$ cat src/core/boot_order_map.svh
`ifndef BOOT_ORDER_MAP_SVH
`define BOOT_ORDER_MAP_SVH

// Strap width and the longest boot order that any table holds.
`define STRAP_WIDTH      6
`define ORDER_SLOTS      4
// Time in ns that a source may take to answer a probe before it counts as empty.
`define PROBE_TIMEOUT_NS 20480
`define CLK_PERIOD_NS    20
`define PROBE_TIMEOUT_CYC ((`PROBE_TIMEOUT_NS) / (`CLK_PERIOD_NS))
// Position of the top strap bit, which picks the peripheral or memory group.
`define STRAP_TOP_BIT    5
// Code that the board straps by default.
`define STRAP_DEFAULT    6'h0C
// Code for the fast execute-in-place path.
`define STRAP_FAST_XIP   6'h1F

`endif

$ cat src/core/boot_order_pkg.sv
package boot_order_pkg;

   // Boot sources; the code is also the index of the probe lines.
   typedef enum logic [3:0] {
      SRC_NONE        = 4'h0,
      SRC_NAND        = 4'h1,
      SRC_ETHERNET    = 4'h2,
      SRC_USB         = 4'h3,
      SRC_CARD_ONE    = 4'h4,
      SRC_CARD_TWO    = 4'h5,
      SRC_UART        = 4'h6,
      SRC_SPI         = 4'h7,
      SRC_XIP_FLASH   = 4'h8,
      SRC_DISK_ONCHIP = 4'h9,
      SRC_XIP_WAIT    = 4'hA,
      SRC_SERIAL_3    = 4'hB
   } boot_src_t;

   typedef enum logic [2:0] {
      ST_CAPTURE = 3'b000,
      ST_LOOKUP  = 3'b001,
      ST_PROBE   = 3'b010,
      ST_BOOTED  = 3'b011,
      ST_FAILED  = 3'b100
   } walk_state_t;

endpackage : boot_order_pkg

$ cat src/core/boot_order_table.sv
`timescale 1ns/100ps
`include "boot_order_map.svh"

// Decode tables held as a registered lookup, one source per slot.
module boot_order_table (
   // Clock and reset.
   input  wire logic                      core_clk,
   input  wire logic                      resetn,
   // Lookup request.
   input  wire logic [`STRAP_WIDTH-1:0]   strapCode,
   input  wire logic                      warmBoot,
   input  wire logic [1:0]                slot,
   // Registered answer.
   output boot_order_pkg::boot_src_t      srcOut,
   output logic                           memPrefOut
);
   import boot_order_pkg::*;

   boot_src_t srcOut_ff;
   boot_src_t nxt_srcOut;
   logic      memPref_ff;
   logic      nxt_memPref;

   function automatic boot_src_t pick(input logic [1:0] s,
      input boot_src_t a, input boot_src_t b,
      input boot_src_t c, input boot_src_t d);
      case (s)
         2'd0:    pick = a;
         2'd1:    pick = b;
         2'd2:    pick = c;
         default: pick = d;
      endcase
   endfunction : pick

   always_comb begin
      nxt_srcOut  = SRC_NONE;
      nxt_memPref = 1'b0;
      if (strapCode == `STRAP_FAST_XIP) begin
         nxt_srcOut  = pick(slot, SRC_XIP_WAIT, SRC_USB, SRC_SERIAL_3,
                            SRC_NONE);
         nxt_memPref = 1'b1;
      end else if (!warmBoot) begin
         unique case (strapCode)
            6'h01: nxt_srcOut = pick(slot, SRC_NAND, SRC_ETHERNET, SRC_USB,
                                     SRC_NONE);
            6'h03: nxt_srcOut = pick(slot, SRC_CARD_TWO, SRC_ETHERNET,
                                     SRC_USB, SRC_NONE);
            6'h05: nxt_srcOut = pick(slot, SRC_CARD_TWO, SRC_USB, SRC_NONE,
                                     SRC_NONE);
            6'h06: nxt_srcOut = pick(slot, SRC_CARD_ONE, SRC_USB, SRC_NONE,
                                     SRC_NONE);
            6'h07: nxt_srcOut = pick(slot, SRC_XIP_FLASH, SRC_ETHERNET,
                                     SRC_USB, SRC_NONE);
            6'h08: nxt_srcOut = pick(slot, SRC_DISK_ONCHIP, SRC_ETHERNET,
                                     SRC_USB, SRC_NONE);
            6'h09: nxt_srcOut = pick(slot, SRC_CARD_TWO, SRC_ETHERNET,
                                     SRC_USB, SRC_NONE);
            6'h0A: nxt_srcOut = pick(slot, SRC_XIP_FLASH, SRC_ETHERNET,
                                     SRC_USB, SRC_CARD_ONE);
            6'h0B: nxt_srcOut = pick(slot, SRC_DISK_ONCHIP, SRC_ETHERNET,
                                     SRC_USB, SRC_CARD_ONE);
            6'h0C: nxt_srcOut = pick(slot, SRC_NAND, SRC_ETHERNET, SRC_USB,
                                     SRC_CARD_ONE);
            6'h0D: nxt_srcOut = pick(slot, SRC_XIP_FLASH, SRC_USB, SRC_UART,
                                     SRC_CARD_ONE);
            6'h0E: nxt_srcOut = pick(slot, SRC_DISK_ONCHIP, SRC_USB,
                                     SRC_UART, SRC_CARD_ONE);
            6'h0F: nxt_srcOut = pick(slot, SRC_NAND, SRC_USB, SRC_UART,
                                     SRC_CARD_ONE);
            6'h11: nxt_srcOut = pick(slot, SRC_CARD_TWO, SRC_USB, SRC_UART,
                                     SRC_CARD_ONE);
            6'h12: nxt_srcOut = pick(slot, SRC_CARD_ONE, SRC_USB, SRC_UART,
                                     SRC_NONE);
            6'h13: nxt_srcOut = pick(slot, SRC_XIP_FLASH, SRC_UART,
                                     SRC_NONE, SRC_NONE);
            6'h14: nxt_srcOut = pick(slot, SRC_DISK_ONCHIP, SRC_UART,
                                     SRC_NONE, SRC_NONE);
            6'h15: nxt_srcOut = pick(slot, SRC_NAND, SRC_UART, SRC_NONE,
                                     SRC_NONE);
            6'h17: nxt_srcOut = pick(slot, SRC_CARD_TWO, SRC_UART, SRC_NONE,
                                     SRC_NONE);
            6'h18: nxt_srcOut = pick(slot, SRC_CARD_ONE, SRC_UART, SRC_NONE,
                                     SRC_NONE);
            6'h19: nxt_srcOut = pick(slot, SRC_XIP_FLASH, SRC_USB, SRC_NONE,
                                     SRC_NONE);
            6'h1A: nxt_srcOut = pick(slot, SRC_DISK_ONCHIP, SRC_USB,
                                     SRC_NONE, SRC_NONE);
            6'h1B: nxt_srcOut = pick(slot, SRC_NAND, SRC_USB, SRC_NONE,
                                     SRC_NONE);
            6'h1C: nxt_srcOut = pick(slot, SRC_SPI, SRC_UART, SRC_NONE,
                                     SRC_NONE);
            default: nxt_srcOut = SRC_NONE;
         endcase
      end else begin
         unique case (strapCode)
            6'h21: nxt_srcOut = pick(slot, SRC_ETHERNET, SRC_USB, SRC_NAND,
                                     SRC_NONE);
            6'h23: nxt_srcOut = pick(slot, SRC_ETHERNET, SRC_USB,
                                     SRC_CARD_ONE, SRC_CARD_TWO);
            6'h25: nxt_srcOut = pick(slot, SRC_USB, SRC_CARD_TWO, SRC_NONE,
                                     SRC_NONE);
            6'h26: nxt_srcOut = pick(slot, SRC_USB, SRC_CARD_ONE, SRC_NONE,
                                     SRC_NONE);
            6'h27: nxt_srcOut = pick(slot, SRC_ETHERNET, SRC_USB,
                                     SRC_XIP_FLASH, SRC_NONE);
            6'h28: nxt_srcOut = pick(slot, SRC_USB, SRC_DISK_ONCHIP,
                                     SRC_NONE, SRC_NONE);
            6'h29: nxt_srcOut = pick(slot, SRC_ETHERNET, SRC_USB,
                                     SRC_CARD_TWO, SRC_NONE);
            6'h2A: nxt_srcOut = pick(slot, SRC_ETHERNET, SRC_USB,
                                     SRC_CARD_ONE, SRC_XIP_FLASH);
            6'h2B: nxt_srcOut = pick(slot, SRC_ETHERNET, SRC_USB,
                                     SRC_CARD_ONE, SRC_DISK_ONCHIP);
            6'h2C: nxt_srcOut = pick(slot, SRC_ETHERNET, SRC_USB,
                                     SRC_CARD_ONE, SRC_NAND);
            6'h2D: nxt_srcOut = pick(slot, SRC_USB, SRC_UART, SRC_CARD_ONE,
                                     SRC_XIP_FLASH);
            6'h2E: nxt_srcOut = pick(slot, SRC_USB, SRC_UART, SRC_CARD_ONE,
                                     SRC_DISK_ONCHIP);
            6'h2F: nxt_srcOut = pick(slot, SRC_USB, SRC_UART, SRC_CARD_ONE,
                                     SRC_NAND);
            6'h31: nxt_srcOut = pick(slot, SRC_USB, SRC_UART, SRC_CARD_ONE,
                                     SRC_CARD_TWO);
            6'h32: nxt_srcOut = pick(slot, SRC_USB, SRC_UART, SRC_CARD_ONE,
                                     SRC_NONE);
            6'h33: nxt_srcOut = pick(slot, SRC_UART, SRC_XIP_FLASH,
                                     SRC_NONE, SRC_NONE);
            6'h34: nxt_srcOut = pick(slot, SRC_UART, SRC_DISK_ONCHIP,
                                     SRC_NONE, SRC_NONE);
            6'h35: nxt_srcOut = pick(slot, SRC_UART, SRC_NAND, SRC_NONE,
                                     SRC_NONE);
            6'h37: nxt_srcOut = pick(slot, SRC_UART, SRC_CARD_TWO, SRC_NONE,
                                     SRC_NONE);
            6'h38: nxt_srcOut = pick(slot, SRC_UART, SRC_CARD_ONE, SRC_NONE,
                                     SRC_NONE);
            6'h39: nxt_srcOut = pick(slot, SRC_USB, SRC_XIP_FLASH, SRC_NONE,
                                     SRC_NONE);
            6'h3A: nxt_srcOut = pick(slot, SRC_USB, SRC_DISK_ONCHIP,
                                     SRC_NONE, SRC_NONE);
            6'h3B: nxt_srcOut = pick(slot, SRC_USB, SRC_NAND, SRC_NONE,
                                     SRC_NONE);
            6'h3C: nxt_srcOut = pick(slot, SRC_UART, SRC_SPI, SRC_NONE,
                                     SRC_NONE);
            6'h3F: nxt_srcOut = pick(slot, SRC_XIP_WAIT, SRC_USB,
                                     SRC_SERIAL_3, SRC_NONE);
            default: nxt_srcOut = SRC_NONE;
         endcase
      end
   end

   always_ff @(posedge core_clk) begin
      if (!resetn) begin
         srcOut_ff  <= SRC_NONE;
         memPref_ff <= 1'b0;
      end else begin
         srcOut_ff  <= nxt_srcOut;
         memPref_ff <= nxt_memPref;
      end
   end

   assign srcOut     = srcOut_ff;
   assign memPrefOut = memPref_ff;

endmodule : boot_order_table

$ cat src/core/boot_order_strap_decoder.sv
// Notes on behaviour
// - The six strap pins are caught at reset and pick the boot order.
// - Each source is probed in order and the first with a valid image boots.
// - A source without a valid image makes the walk move to the next one.
// - After power-on, codes 01, 03 and 05 map to their listed orders.
// - After power-on, code 0D maps to flash in place, USB, UART, card one.
// - Code 1F tries fast flash in place with wait, USB, then serial three.
// - After warm reset a second table applies, with codes 21 and 3C listed.
// - Code 1F flags the fast flash-in-place memory path.
`timescale 1ns/100ps
`include "boot_order_map.svh"

module boot_order_strap_decoder #(
   parameter int PROBE_TIMEOUT = `PROBE_TIMEOUT_CYC
) (
   // Clock and reset.
   input  wire logic                     core_clk,
   input  wire logic                     resetn,
   // Board straps and reset kind.
   input  wire logic [`STRAP_WIDTH-1:0]  strapPins,
   input  wire logic                     warmReset,
   // Probe handshake with the boot sources.
   output logic                          probeReq,
   output boot_order_pkg::boot_src_t     probeSrc,
   input  wire logic                     probeDone,
   input  wire logic                     imageValid,
   // Result.
   output logic [`STRAP_WIDTH-1:0]       strapCode,
   output boot_order_pkg::boot_src_t     bootSrc,
   output logic                          bootDone,
   output logic                          bootFailed,
   output logic                          fastXipPath
);
   import boot_order_pkg::*;

   localparam int TW = $clog2(PROBE_TIMEOUT + 1);

   // Pin synchroniser; only stage two and three are compared.
   logic [`STRAP_WIDTH-1:0] sync1_ff;
   logic [`STRAP_WIDTH-1:0] sync2_ff;
   logic [`STRAP_WIDTH-1:0] sync3_ff;
   logic                    warm1_ff;
   logic                    warm2_ff;
   logic                    warm3_ff;
   logic [`STRAP_WIDTH-1:0] nxt_sync1;
   logic [`STRAP_WIDTH-1:0] nxt_sync2;
   logic [`STRAP_WIDTH-1:0] nxt_sync3;
   logic                    nxt_warm1;
   logic                    nxt_warm2;
   logic                    nxt_warm3;

   walk_state_t             state_ff;
   walk_state_t             nxt_state;
   logic [`STRAP_WIDTH-1:0] code_ff;
   logic [`STRAP_WIDTH-1:0] nxt_code;
   logic                    warm_ff;
   logic                    nxt_warm;
   logic [1:0]              slot_ff;
   logic [1:0]              nxt_slot;
   logic [TW-1:0]           timer_ff;
   logic [TW-1:0]           nxt_timer;
   boot_src_t               boot_ff;
   boot_src_t               nxt_boot;
   logic                    req_ff;
   logic                    nxt_req;
   logic                    fast_ff;
   logic                    nxt_fast;
   logic [1:0]              fill_ff;
   logic [1:0]              nxt_fill;
   logic                    srcAnswer;

   boot_src_t               tableSrc;
   logic                    tableFast;

   boot_order_table u_table (
      .core_clk   (core_clk),
      .resetn     (resetn),
      .strapCode  (code_ff),
      .warmBoot   (warm_ff),
      .slot       (slot_ff),
      .srcOut     (tableSrc),
      .memPrefOut (tableFast)
   );

   always_comb begin
      nxt_sync1 = strapPins;
      nxt_sync2 = sync1_ff;
      nxt_sync3 = sync2_ff;
      nxt_warm1 = warmReset;
      nxt_warm2 = warm1_ff;
      nxt_warm3 = warm2_ff;
   end

   always_ff @(posedge core_clk) begin
      if (!resetn) begin
         sync1_ff <= '0;
         sync2_ff <= '0;
         sync3_ff <= '0;
         warm1_ff <= 1'b0;
         warm2_ff <= 1'b0;
         warm3_ff <= 1'b0;
      end else begin
         sync1_ff <= nxt_sync1;
         sync2_ff <= nxt_sync2;
         sync3_ff <= nxt_sync3;
         warm1_ff <= nxt_warm1;
         warm2_ff <= nxt_warm2;
         warm3_ff <= nxt_warm3;
      end
   end

   always_comb begin
      nxt_state = state_ff;
      nxt_code  = code_ff;
      nxt_warm  = warm_ff;
      nxt_slot  = slot_ff;
      nxt_timer = timer_ff;
      nxt_boot  = boot_ff;
      nxt_req   = 1'b0;
      nxt_fast  = fast_ff;
      nxt_fill  = fill_ff;
      unique case (state_ff)
         ST_CAPTURE: begin
            // Reset clears the stages, so they agree before any pin value
            // has reached stage three; three edges fill them first.
            if (fill_ff != 2'd3) begin
               nxt_fill = fill_ff + 2'd1;
            end else if (sync2_ff == sync3_ff && warm2_ff == warm3_ff) begin
               nxt_code  = sync3_ff;
               nxt_warm  = warm3_ff;
               nxt_slot  = 2'd0;
               nxt_state = ST_LOOKUP;
            end
         end
         ST_LOOKUP: begin
            // One cycle for the registered table answer to settle.
            nxt_state = ST_PROBE;
            nxt_timer = '0;
         end
         ST_PROBE: begin
            nxt_fast = tableFast;
            if (tableSrc == SRC_NONE) begin
               nxt_state = ST_FAILED;
            end else begin
               nxt_req   = 1'b1;
               nxt_timer = TW'(timer_ff + 1'b1);
               if (srcAnswer && imageValid) begin
                  nxt_boot  = tableSrc;
                  nxt_req   = 1'b0;
                  nxt_state = ST_BOOTED;
               end else if (srcAnswer ||
                            timer_ff == TW'(PROBE_TIMEOUT - 1)) begin
                  nxt_req = 1'b0;
                  if (slot_ff == 2'(`ORDER_SLOTS - 1)) begin
                     nxt_state = ST_FAILED;
                  end else begin
                     nxt_slot  = slot_ff + 2'd1;
                     nxt_state = ST_LOOKUP;
                  end
               end
            end
         end
         ST_BOOTED: nxt_state = ST_BOOTED;
         ST_FAILED: nxt_state = ST_FAILED;
         default:   nxt_state = ST_FAILED;
      endcase
   end

   always_ff @(posedge core_clk) begin
      if (!resetn) begin
         state_ff <= ST_CAPTURE;
         code_ff  <= '0;
         warm_ff  <= 1'b0;
         slot_ff  <= 2'd0;
         timer_ff <= '0;
         boot_ff  <= SRC_NONE;
         req_ff   <= 1'b0;
         fast_ff  <= 1'b0;
         fill_ff  <= 2'd0;
      end else begin
         state_ff <= nxt_state;
         code_ff  <= nxt_code;
         warm_ff  <= nxt_warm;
         slot_ff  <= nxt_slot;
         timer_ff <= nxt_timer;
         boot_ff  <= nxt_boot;
         req_ff   <= nxt_req;
         fast_ff  <= nxt_fast;
         fill_ff  <= nxt_fill;
      end
   end

   assign probeReq    = req_ff && state_ff == ST_PROBE;
   assign probeSrc    = tableSrc;
   assign strapCode   = code_ff;
   assign bootSrc     = boot_ff;
   assign bootDone    = state_ff == ST_BOOTED;
   assign bootFailed  = state_ff == ST_FAILED;
   assign fastXipPath = fast_ff;
   // An answer counts only while the request stands.
   assign srcAnswer   = req_ff && probeDone;

endmodule : boot_order_strap_decoder

$ cat config.mk
export PLATFORM = sky130hd
export DESIGN_NAME = boot_order_strap_decoder
export DESIGN_NICKNAME = d
export VERILOG_FILES = /design/src/core/boot_order_pkg.sv /design/src/core/boot_order_table.sv /design/src/core/boot_order_strap_decoder.sv
export VERILOG_INCLUDE_DIRS = /design/src /design/src/core
export SDC_FILE = /design/constraint.sdc
export NUM_CORES = 1
export LEC_CHECK = 0
export BUFFER_PORTS_ARGS = -buffer_cell sky130_fd_sc_hd__clkbuf_2
export CAP_MARGIN = 10
export CORE_MARGIN = 2
export CORE_UTILIZATION = 50
export CTS_CLUSTER_DIAMETER = 120
export DETAILED_ROUTE_END_ITERATION = 7
export GPL_TIMING_DRIVEN = 1
export PLACE_DENSITY_LB_ADDON = 0.05
export SYNTH_ARGS = -nofsm -noshare
export SYNTH_HDL_FRONTEND = slang
export SYNTH_SLANG_ARGS = --single-unit
$ cat constraint.sdc
create_clock -name core_clk -period 3.96 [get_ports core_clk]
set_input_delay 0.396 -clock core_clk [delete_from_list [all_inputs] [get_ports core_clk]]
set_output_delay 0.396 -clock core_clk [all_outputs]
set_load 0.01 [all_outputs]
==> results of run 1 <==
[per-layer routing]
metal,GRT usage,up-vias,share of wire
li1,-,1539,-
met3,0.0664,25,0.084
met2,0.375,158,0.44
met5,0,-,0
met4,0.117,0,0.029
met1,0.316,1446,0.45
[area by class of cell]
type / count / share of cell area
clock buffers: 10 / 0.0363
clock inverters: 5 / 0.0149
inverters: 9 / 0.00891
multi-input cells: 329 / 0.566
flip-flops and latches: 57 / 0.301
well taps: 80 / 0.0264
repair buffers: 33 / 0.0469
[kinds of logic (layout without fill, tap and decap cells)]
family	after synthesis	in the layout
AOI/OAI and AO/OA	91	91
xor gates and xnor gates	18	18
adders and majority gates	8	8
buffers and inverters	39	57
DFF	57	57
muxes	12	12
and+or+nand+nor	200	200
[how the worst max path moves through the flow]
| stage | from | end | cells after the start |
|---|---|---|---|
| 3_5_place_dp | slot_ff[0] | u_table.srcOut[2] | 7 |
| 2_1_floorplan | slot_ff[0] | u_table.srcOut[2] | 8 |
| 6_report | strapCode[2] | u_table.srcOut[2] | 5 |
| 3_3_place_gp | strapCode[2] | u_table.srcOut[0] | 6 |
| 4_1_cts | strapCode[2] | u_table.srcOut[0] | 6 |
| 5_1_grt | strapCode[2] | u_table.srcOut[3] | 6 |
[report_power, final]
part           total [mW]  internal, mW  switching, mW
clock network       0.533         0.303          0.231
registers           0.601         0.591         0.0105
logic              0.0683        0.0318         0.0365
[Yosys cell counts, types with 3 or more instances]
cell	number
a21boi_0	3
nor2b_1	20
and2_1	26
xor2_1	4
and3_1	3
o21ai_0	15
buf_2	11
nand2_1	26
nor3_1	20
o211ai_1	4
clkbuf_1	12
inv_1	8
buf_6	3
o2bb2ai_1	3
a21oi_1	19
o21ai_1	3
ha_1	7
xnor2_1	14
o21bai_1	3
o22ai_1	4
nand2b_1	12
dfxtp_1	57
a21o_1	4
nor2_1	44
nor4_1	3
nand3_1	15
nand4_1	7
a31oi_1	4
mux2i_1	11
[sequential cells by signal, indices dropped and copies added, names as in the netlist, 2 cells and up]
name            flops
timer_ff           11
nxt_sync2           6
nxt_sync3           6
strapCode           6
sync3_ff            6
bootSrc             4
u_table.srcOut      4
state_ff            3
fill_ff             2
slot_ff             2
[metrics by stage]
stage	instance area [um^2]	hold slack, ns
floorplan	3470	0.412
global placement	3600	0.415
detailed placement	3600	0.423
CTS	3790	0.250
global route	3790	0.263
finish	3790	0.264
==> results_dict.tcl, run 1 <==
set metrics [dict create \
    holdCritPathClass "in -> reg" \
    grt_max_degree 47 \
    first_global_vias 2909 \
    holdPathEnd "nxt_sync2[3]" \
    critical_path_peak_fanout 32 \
    initial_utilization 0.514 \
    critical_path.max_stage_delay_ns 0.95 \
    worstRegToRegCells 5 \
    hold_start "strapPins[3]" \
    worstPathBufferInverterCount 1 \
    setup_slack_ns 1.68 \
    worst_pin_slew_ns 1.03 \
    cts_tree "done" \
    cts.path.max_buffers 2 \
    insertion_delay_ns 0.33 \
    leakage_nw 1.39 \
    syn-num-nets 443 \
    pin_count 29 \
    die_x_um 87.4 \
    hold_viol 0 \
    synth.avg_cell_area_um2 8.18 \
    synth_edf_count 0 \
    cts_setup_buffers 0 \
    peakVddDrop_uv 251 \
    drv_cap 0 \
    finalCritPeriodShare 0.575 \
    coreArea_um2 6760 \
    via_count 3168 \
    wl_per_cell_um 17.0 \
    rsz0062_at_grt "false" \
    outcome "complete, no violations" \
    required_ns 4.19 \
    synth_top_family_by_area "simple AND/OR/NAND/NOR gates" \
    drtPass1Iterations 7 \
    multi_input_area_um2 2140 \
    cp_data_arrival_time_ns 2.50 \
    skew_ns 0.0113 \
    row_count 30 \
    cts_hold_buf 0 \
    synthMuxAreaShare 0.0349 \
    reg2reg_from "strapCode[2]" \
    die_area_um2 7630 \
    crit_slowest_cell "dfxtp_1" \
    crit_chain "buf_4 -> a211oi_1 -> a2111oi_0 -> o311ai_1 -> a21o_1" \
    synth_area_leader_cell "dfxtp_1" \
    yosysSeqAreaShare 0.328 \
    nets 457 \
    synthFlopType "dfxtp_1" \
    utilization 0.561 \
    slew_headroom 0.309 \
    slew_violations 0 \
    synthAdderAreaFrac 0.0281 \
    clk_pin_slew_ns 0.07 \
    yosysWarnings 0 \
    hold_depth 2 \
    ys_types 74 \
    num_antenna_cells 0 \
    drc 0 \
    clock_sinks 57 \
    fillers 638 \
    clock.fmax_mhz 439 \
    ant_nets 0 \
    powerDensity_nw_per_um2 317 \
    grt_overflow 0 \
    setup_violations 0 \
    dp.cells 508 \
    worstSetupStartpointType "register" \
    track_usage 0.244 \
    totalPowerFinal_mw 1.20 \
    mostFrequentLayoutCells "57 x dfxtp_1, 44 x nor2_1, 28 x clkbuf_2" \
    routed_wirelength_mm 8.90 \
    cts-buffers-inserted 9 \
    dp_slack_ns 1.74 \
    ys_async_sr_fraction 0 \
    layout-drive-gt1-share 0.144 \
    r2r-end "u_table.srcOut[2]" \
    cp_top_family "flip-flops" \
    ys_ff_latch 57 \
    criticalPathCategory "reg -> reg" \
    synthCells 425 \
    synth_compound_area_frac 0.184 \
    root_buffer "clkbuf_8" \
    synth_xor_area_frac 0.0454 \
    fin_crit_ns 2.28 \
    drt_iter0_markers 296 \
    synth.area.top_cells "dfxtp_1 33%, nor2_1 4.8%, and2_1 4.7%" \
    syn_area_um2 3470 \
    dieHeight_um 87.4 \
    dp_hpwl_mm 6.25 \
    gp_congestion 1.02 \
    end_kind "register" \
    final_cells 523 \
    portBuffers 28 \
    syn2layout_area_growth_pct 9.07 \
    antenna_found_initial 0 \
    htreeDepth 3 \
    cts_resized 0 \
    layout_commonest_cell "dfxtp_1" \
    viasPerCell 6.06 \
    setup-tns-final_ns 0 \
    seq_area_um2 1140 \
    synth_top_area_share 0.328 \
    yosys.area_share.simple 0.324 \
    reg2reg_slack_ns 1.68 \
    grt_pass1_wl_mm 14.4 \
]
Note: power is estimated with default switching activity, not from simulation.
==> inputs of run 2 (changes only) <==
- ABC_AREA: not set -> 1
- clock period: 3.96 -> 2.01 ns (I/O delays scaled with it)
==> run 2 against run 1 <==
Net effect:
- cell count rose by 33%
- critical endpoint is now u_table.srcOut[1]
- worst hold slack got worse by 0.21 ns
- utilization rose by 3.9 points
- clock skew fell by 0.0019 ns
- final area rose by 7.0%
==> results_dict.tcl, run 2 <==
set metrics [dict create \
    outcome "complete, no violations" \
    synth_top_area_share 0.329 \
    power_switching_mw 0.562 \
    drt_iter0_markers 240 \
    dp.cells 679 \
    worstPathBufferInverterCount 2 \
    initial_utilization 0.514 \
    worstSetupStartpointType "register" \
    hold_viol 0 \
    drtPass1Iterations 6 \
    clock.fmax_mhz 548 \
    seqPwrFrac 0.462 \
    htreeDepth 3 \
    synthTopCellsByCount "170 x nand2_1, 71 x nor2_1, 66 x inv_1" \
    yosysWarnings 0 \
    switching_share 0.221 \
    die_x_um 87.3 \
    nets 628 \
    syn-num-nets 581 \
    rsz0062_at_grt "false" \
    synth_edf_count 0 \
    reg2reg_from "slot_ff[0]" \
    setup_violations 0 \
    syn_area_um2 3470 \
    hold_ws_ns 0.0534 \
    slew_headroom 0.693 \
    peakVddDrop_uv 623 \
    slew_violations 0 \
    portBuffers 28 \
    powerDensity_nw_per_um2 627 \
    cts.path.max_buffers 2 \
    ys_types 35 \
    drc 0 \
    antenna_found_initial 0 \
    cpMostUsedCell "nand2_1" \
    gp_congestion 1.01 \
    pwr-share-clk 0.477 \
    grt_max_degree 23 \
    end_kind "register" \
    pin_count 29 \
    ys_ff_latch 57 \
    dieHeight_um 87.3 \
    synth.avg_cell_area_um2 6.16 \
    wl_per_cell_um 13.4 \
    cp_top_family "simple AND/OR/NAND/NOR gates" \
    viasPerCell 5.40 \
    ys_async_sr_fraction 0 \
    first_global_vias 3446 \
    cts_resized 0 \
    clk_pin_slew_ns 0.07 \
    layout-drive-gt1-share 0.140 \
    synth.most_common_cell "nand2_1" \
    crit_chain "inv_1 -> ha_1 -> buf_4 -> nand3_1 -> nand2_1 -> nor2_1 -> nand2_1 -> nor2_1 -> nand2_1 -> nand2_1 -> nand2_1 -> nand2_1 -> nand2_1" \
    coreArea_um2 6760 \
    routed_wirelength_mm 9.34 \
    post_dp_cell_area_um2 3820 \
    cp_data_arrival_time_ns 2.05 \
    dp_hpwl_mm 7.18 \
    critical_path.max_stage_delay_ns 0.39 \
    synthCells 563 \
    criticalPathCategory "reg -> reg" \
    yosysSeqAreaShare 0.329 \
    critical_path_peak_fanout 13 \
    crit_start "slot_ff[0]" \
    setup-tns-final_ns 0 \
    crit_slowest_cell "dfxtp_1" \
    drv_cap 0 \
    synth_area_leader_cell "dfxtp_1" \
    cts_setup_buffers 0 \
    final_area_um2 4060 \
    hold_start "strapPins[0]" \
    die_area_um2 7620 \
    root_buffer "clkbuf_8" \
    skew_ns 0.00938 \
    mostFrequentLayoutCells "169 x nand2_1, 71 x nor2_1, 66 x inv_1" \
    intPower_mw 1.98 \
    synthFlopType "dfxtp_1" \
    insertion_delay_ns 0.33 \
    row_count 30 \
    largest_reg_flops 11 \
    clock_sinks 57 \
    final_cells 695 \
    required_ns 2.24 \
    combPwrFrac 0.061 \
    fin_crit_ns 1.82 \
    utilization 0.600 \
    ant_nets 0 \
    via_count 3756 \
    finalCritPeriodShare 0.908 \
    cts-buffers-inserted 9 \
    track_usage 0.265 \
    cts_hold_buf 0 \
    syn2layout_area_growth_pct 16.9 \
    num_antenna_cells 0 \
    worst_pin_slew_ns 0.459 \
    top_register "timer_ff" \
    grt_overflow 0 \
    grt_pass1_wl_mm 15.9 \
    cts_tree "done" \
    leakage_nw 2.13 \
    layout_commonest_cell "nand2_1" \
    holdCritPathClass "in -> reg" \
    synth.area.top_cells "dfxtp_1 33%, nand2_1 18%, nand3_1 8.8%" \
]
[run 2: cell count changes after synthesis, sizes merged, moves of 11 or more]
cell,before,now
nand2,27,173
inv,9,67
nand3,15,61
nor2,45,78
and2,29,0
nor2b,20,0
nor3,21,8
buf,18,6
nand2b,12,0
xnor2,14,2
mux2i,11,0
nand4,7,18
o21ai,18,29
[run 2: layer usage]
layer,track usage,part of all wire,vias up
li1,-,-,1911
met1,0.336,0.43,1670
met2,0.427,0.47,137
met3,0.0483,0.057,38
met4,0.137,0.040,0
met5,0,0,-
[run 2: area by class of cell]
cell class                      instances  area, um^2
Fill cell                             689        2700
Clock inverter                          5        77.6
Timing Repair Buffer                   51         313
Multi-Input combinational cell        423        2020
Sequential cell                        57        1140
Clock buffer                           11         151
Inverter                               68         255
Tap cell                               80         100
[run 2: power groups by stage]
stage               Clock, mW  Combinational, mW  Sequential [mW]
finish                   1.21              0.155             1.18
detailed placement          0              0.156             1.20
floorplan                   0              0.107             1.20
global route             1.30              0.181             1.18
global placement            0              0.153             1.20
CTS                      1.24              0.157             1.18
[run 2: cell families after synthesis]
group,synth area share
simple gates,0.432
buf+inv,0.0923
compound gates,0.104
flops,0.329
xor+xnor,0.0177
fa+ha+maj,0.0252
[run 2: worst paths after layout]
check	slack, ns	depth (start not counted)	endpoint
worst max-delay path	0.19	13	u_table.srcOut[1]
worst min-delay path	0.05	3	nxt_sync2[0]
worst max register to register	0.19	13	u_table.srcOut[1]
worst min register to register	0.41	2	nxt_sync3[2]
[run 2: per-stage QoR]
stage / setup slack, ns / power, mW
after floorplan: 0.157 / 1.30
after global placement: 0.179 / 1.35
after detailed placement: 0.114 / 1.36
after CTS: 0.113 / 2.58
after global routing: 0.00344 / 2.66
final: 0.185 / 2.54
[run 2: tightest hold or removal path, cell delays in order]
cell and delay, ns:
clkbuf_2 0.07, nand2_1 0.04, inv_1 0.04
==> inputs of run 3 (changes only) <==
- clock period: 2.01 -> 2.3 ns (I/O delays scaled with it)
==> run 3 against run 2 <==
Net effect:
- clock power shrank 12%
- sequential power shrank 13%
- clock skew is 0.0032 ns higher
- first-iteration DRC count increased by 53%
- critical path depth down 2
- register-to-register slack improved by 0.11 ns
- worst hold slack better by 0.027 ns
- routed wire length up 1.0%
- critical path type unchanged
==> results_dict.tcl, run 3 (synthesis results as in run 2) <==
set metrics [dict create \
    reg2reg_slack_ns 0.30 \
    syn2layout_area_growth_pct 14.7 \
    grt_pass1_wl_mm 16.1 \
    setup-tns-final_ns 0 \
    peakVddDrop_uv 745 \
    cts.path.max_buffers 2 \
    outcome "complete, no violations" \
    cts-buffers-inserted 9 \
    largest_reg_flops 11 \
    clk_pin_slew_ns 0.07 \
    die_x_um 87.3 \
    grt_overflow 0 \
    clock_sinks 57 \
    ant_nets 0 \
    fin_crit_ns 2.00 \
    via_count 3775 \
    dp_hpwl_mm 7.21 \
    worst_pin_slew_ns 0.613 \
    first_global_vias 3438 \
    wl_met1_mm 3.93 \
    totalPowerFinal_mw 2.23 \
    powerDensity_nw_per_um2 560 \
    pin_count 29 \
    mostFrequentLayoutCells "170 x nand2_1, 71 x nor2_1, 66 x inv_1" \
    dr_wl_met3_um 693 \
    met2_length_mm 4.51 \
    portBuffers 28 \
    holdCritPathClass "in -> reg" \
    setup_slack_ns 0.299 \
    drt_iter0_markers 366 \
    htreeDepth 3 \
    criticalPathCategory "reg -> reg" \
    routed_wirelength_mm 9.43 \
    slew_headroom 0.591 \
    coreArea_um2 6760 \
    num_antenna_cells 0 \
    initial_utilization 0.514 \
    final_cells 686 \
    leakage_nw 2.08 \
    grt_max_degree 25 \
    utilization 0.589 \
    track_usage 0.266 \
    dp.cells 670 \
    drc 0 \
    root_buffer "clkbuf_8" \
    drtPass1Iterations 5 \
    viasPerCell 5.50 \
    end_kind "register" \
    cts_setup_buffers 0 \
    layout-drive-gt1-share 0.124 \
    cts_hold_buf 0 \
    insertion_delay_ns 0.33 \
    drv_cap 0 \
    skew_ns 0.0126 \
    setup_violations 0 \
    antenna_found_initial 0 \
    top_register "timer_ff" \
    rsz0062_at_grt "false" \
    hold_viol 0 \
    finalCritPeriodShare 0.870 \
    cts_resized 0 \
    nets 619 \
    row_count 30 \
    critical_path_peak_fanout 9 \
    dr.max_layer_used "met4" \
    wl_per_cell_um 13.8 \
    cp_data_arrival_time_ns 2.27 \
    die_area_um2 7620 \
    dp_slack_ns 0.322 \
    gp_congestion 0.951 \
    cts_tree "done" \
    slew_violations 0 \
    required_ns 2.57 \
    dieHeight_um 87.3 \
    layout_commonest_cell "nand2_1" \
    clock.fmax_mhz 500 \
    worstSetupStartpointType "register" \
]
-- run 3: where the power goes --
group	internal, mW	switching [mW]
sequential	1.01	0.0149
combinational	0.0490	0.0848
clock	0.665	0.401
total	1.73	0.501
-- run 3: critical path, cell delays in order (launching register included) --
cell and delay, ns:
dfxtp_1 0.41, inv_1 0.16, nand2_1 0.11, nor2_1 0.42, nand2_1 0.18, nand3_1 0.19
o21ai_0 0.09, nand2_1 0.12, nand2_1 0.06, nand2_1 0.07, nand2_1 0.06, nand2_1 0.06
-- run 3: path summary, 6_finish.rpt --
check,depth (start not counted),start,to
worst max register to register,11,strapCode[0],u_table.srcOut[3]
worst min-delay path,3,strapPins[0],nxt_sync2[0]
worst min register to register,2,nxt_warm2,nxt_warm3
worst max-delay path,11,strapCode[0],u_table.srcOut[3]
-- run 3: stage by stage --
step	area (um^2)	hold WS (ns)
final	3980	0.0800
after global routing	3980	0.0878
after CTS	3980	0.0677
after detailed placement	3750	0.397
after global placement	3750	0.393
after floorplan	3470	0.328
-- run 3: area by class of cell --
class                      count  area [um^2]
fill                         672         2780
multi-input combinational    423         2010
sequential                    57         1140
inverter                      68          255
timing repair buffer          42          245
clock buffer                  11          151
tap                           80          100
clock inverter                 5         77.6
-- run 3: routing by layer --
layer	track usage	vias up
met5	0	-
met4	0.108	0
met3	0.0436	32
met2	0.440	188
met1	0.342	1652
li1	-	1903
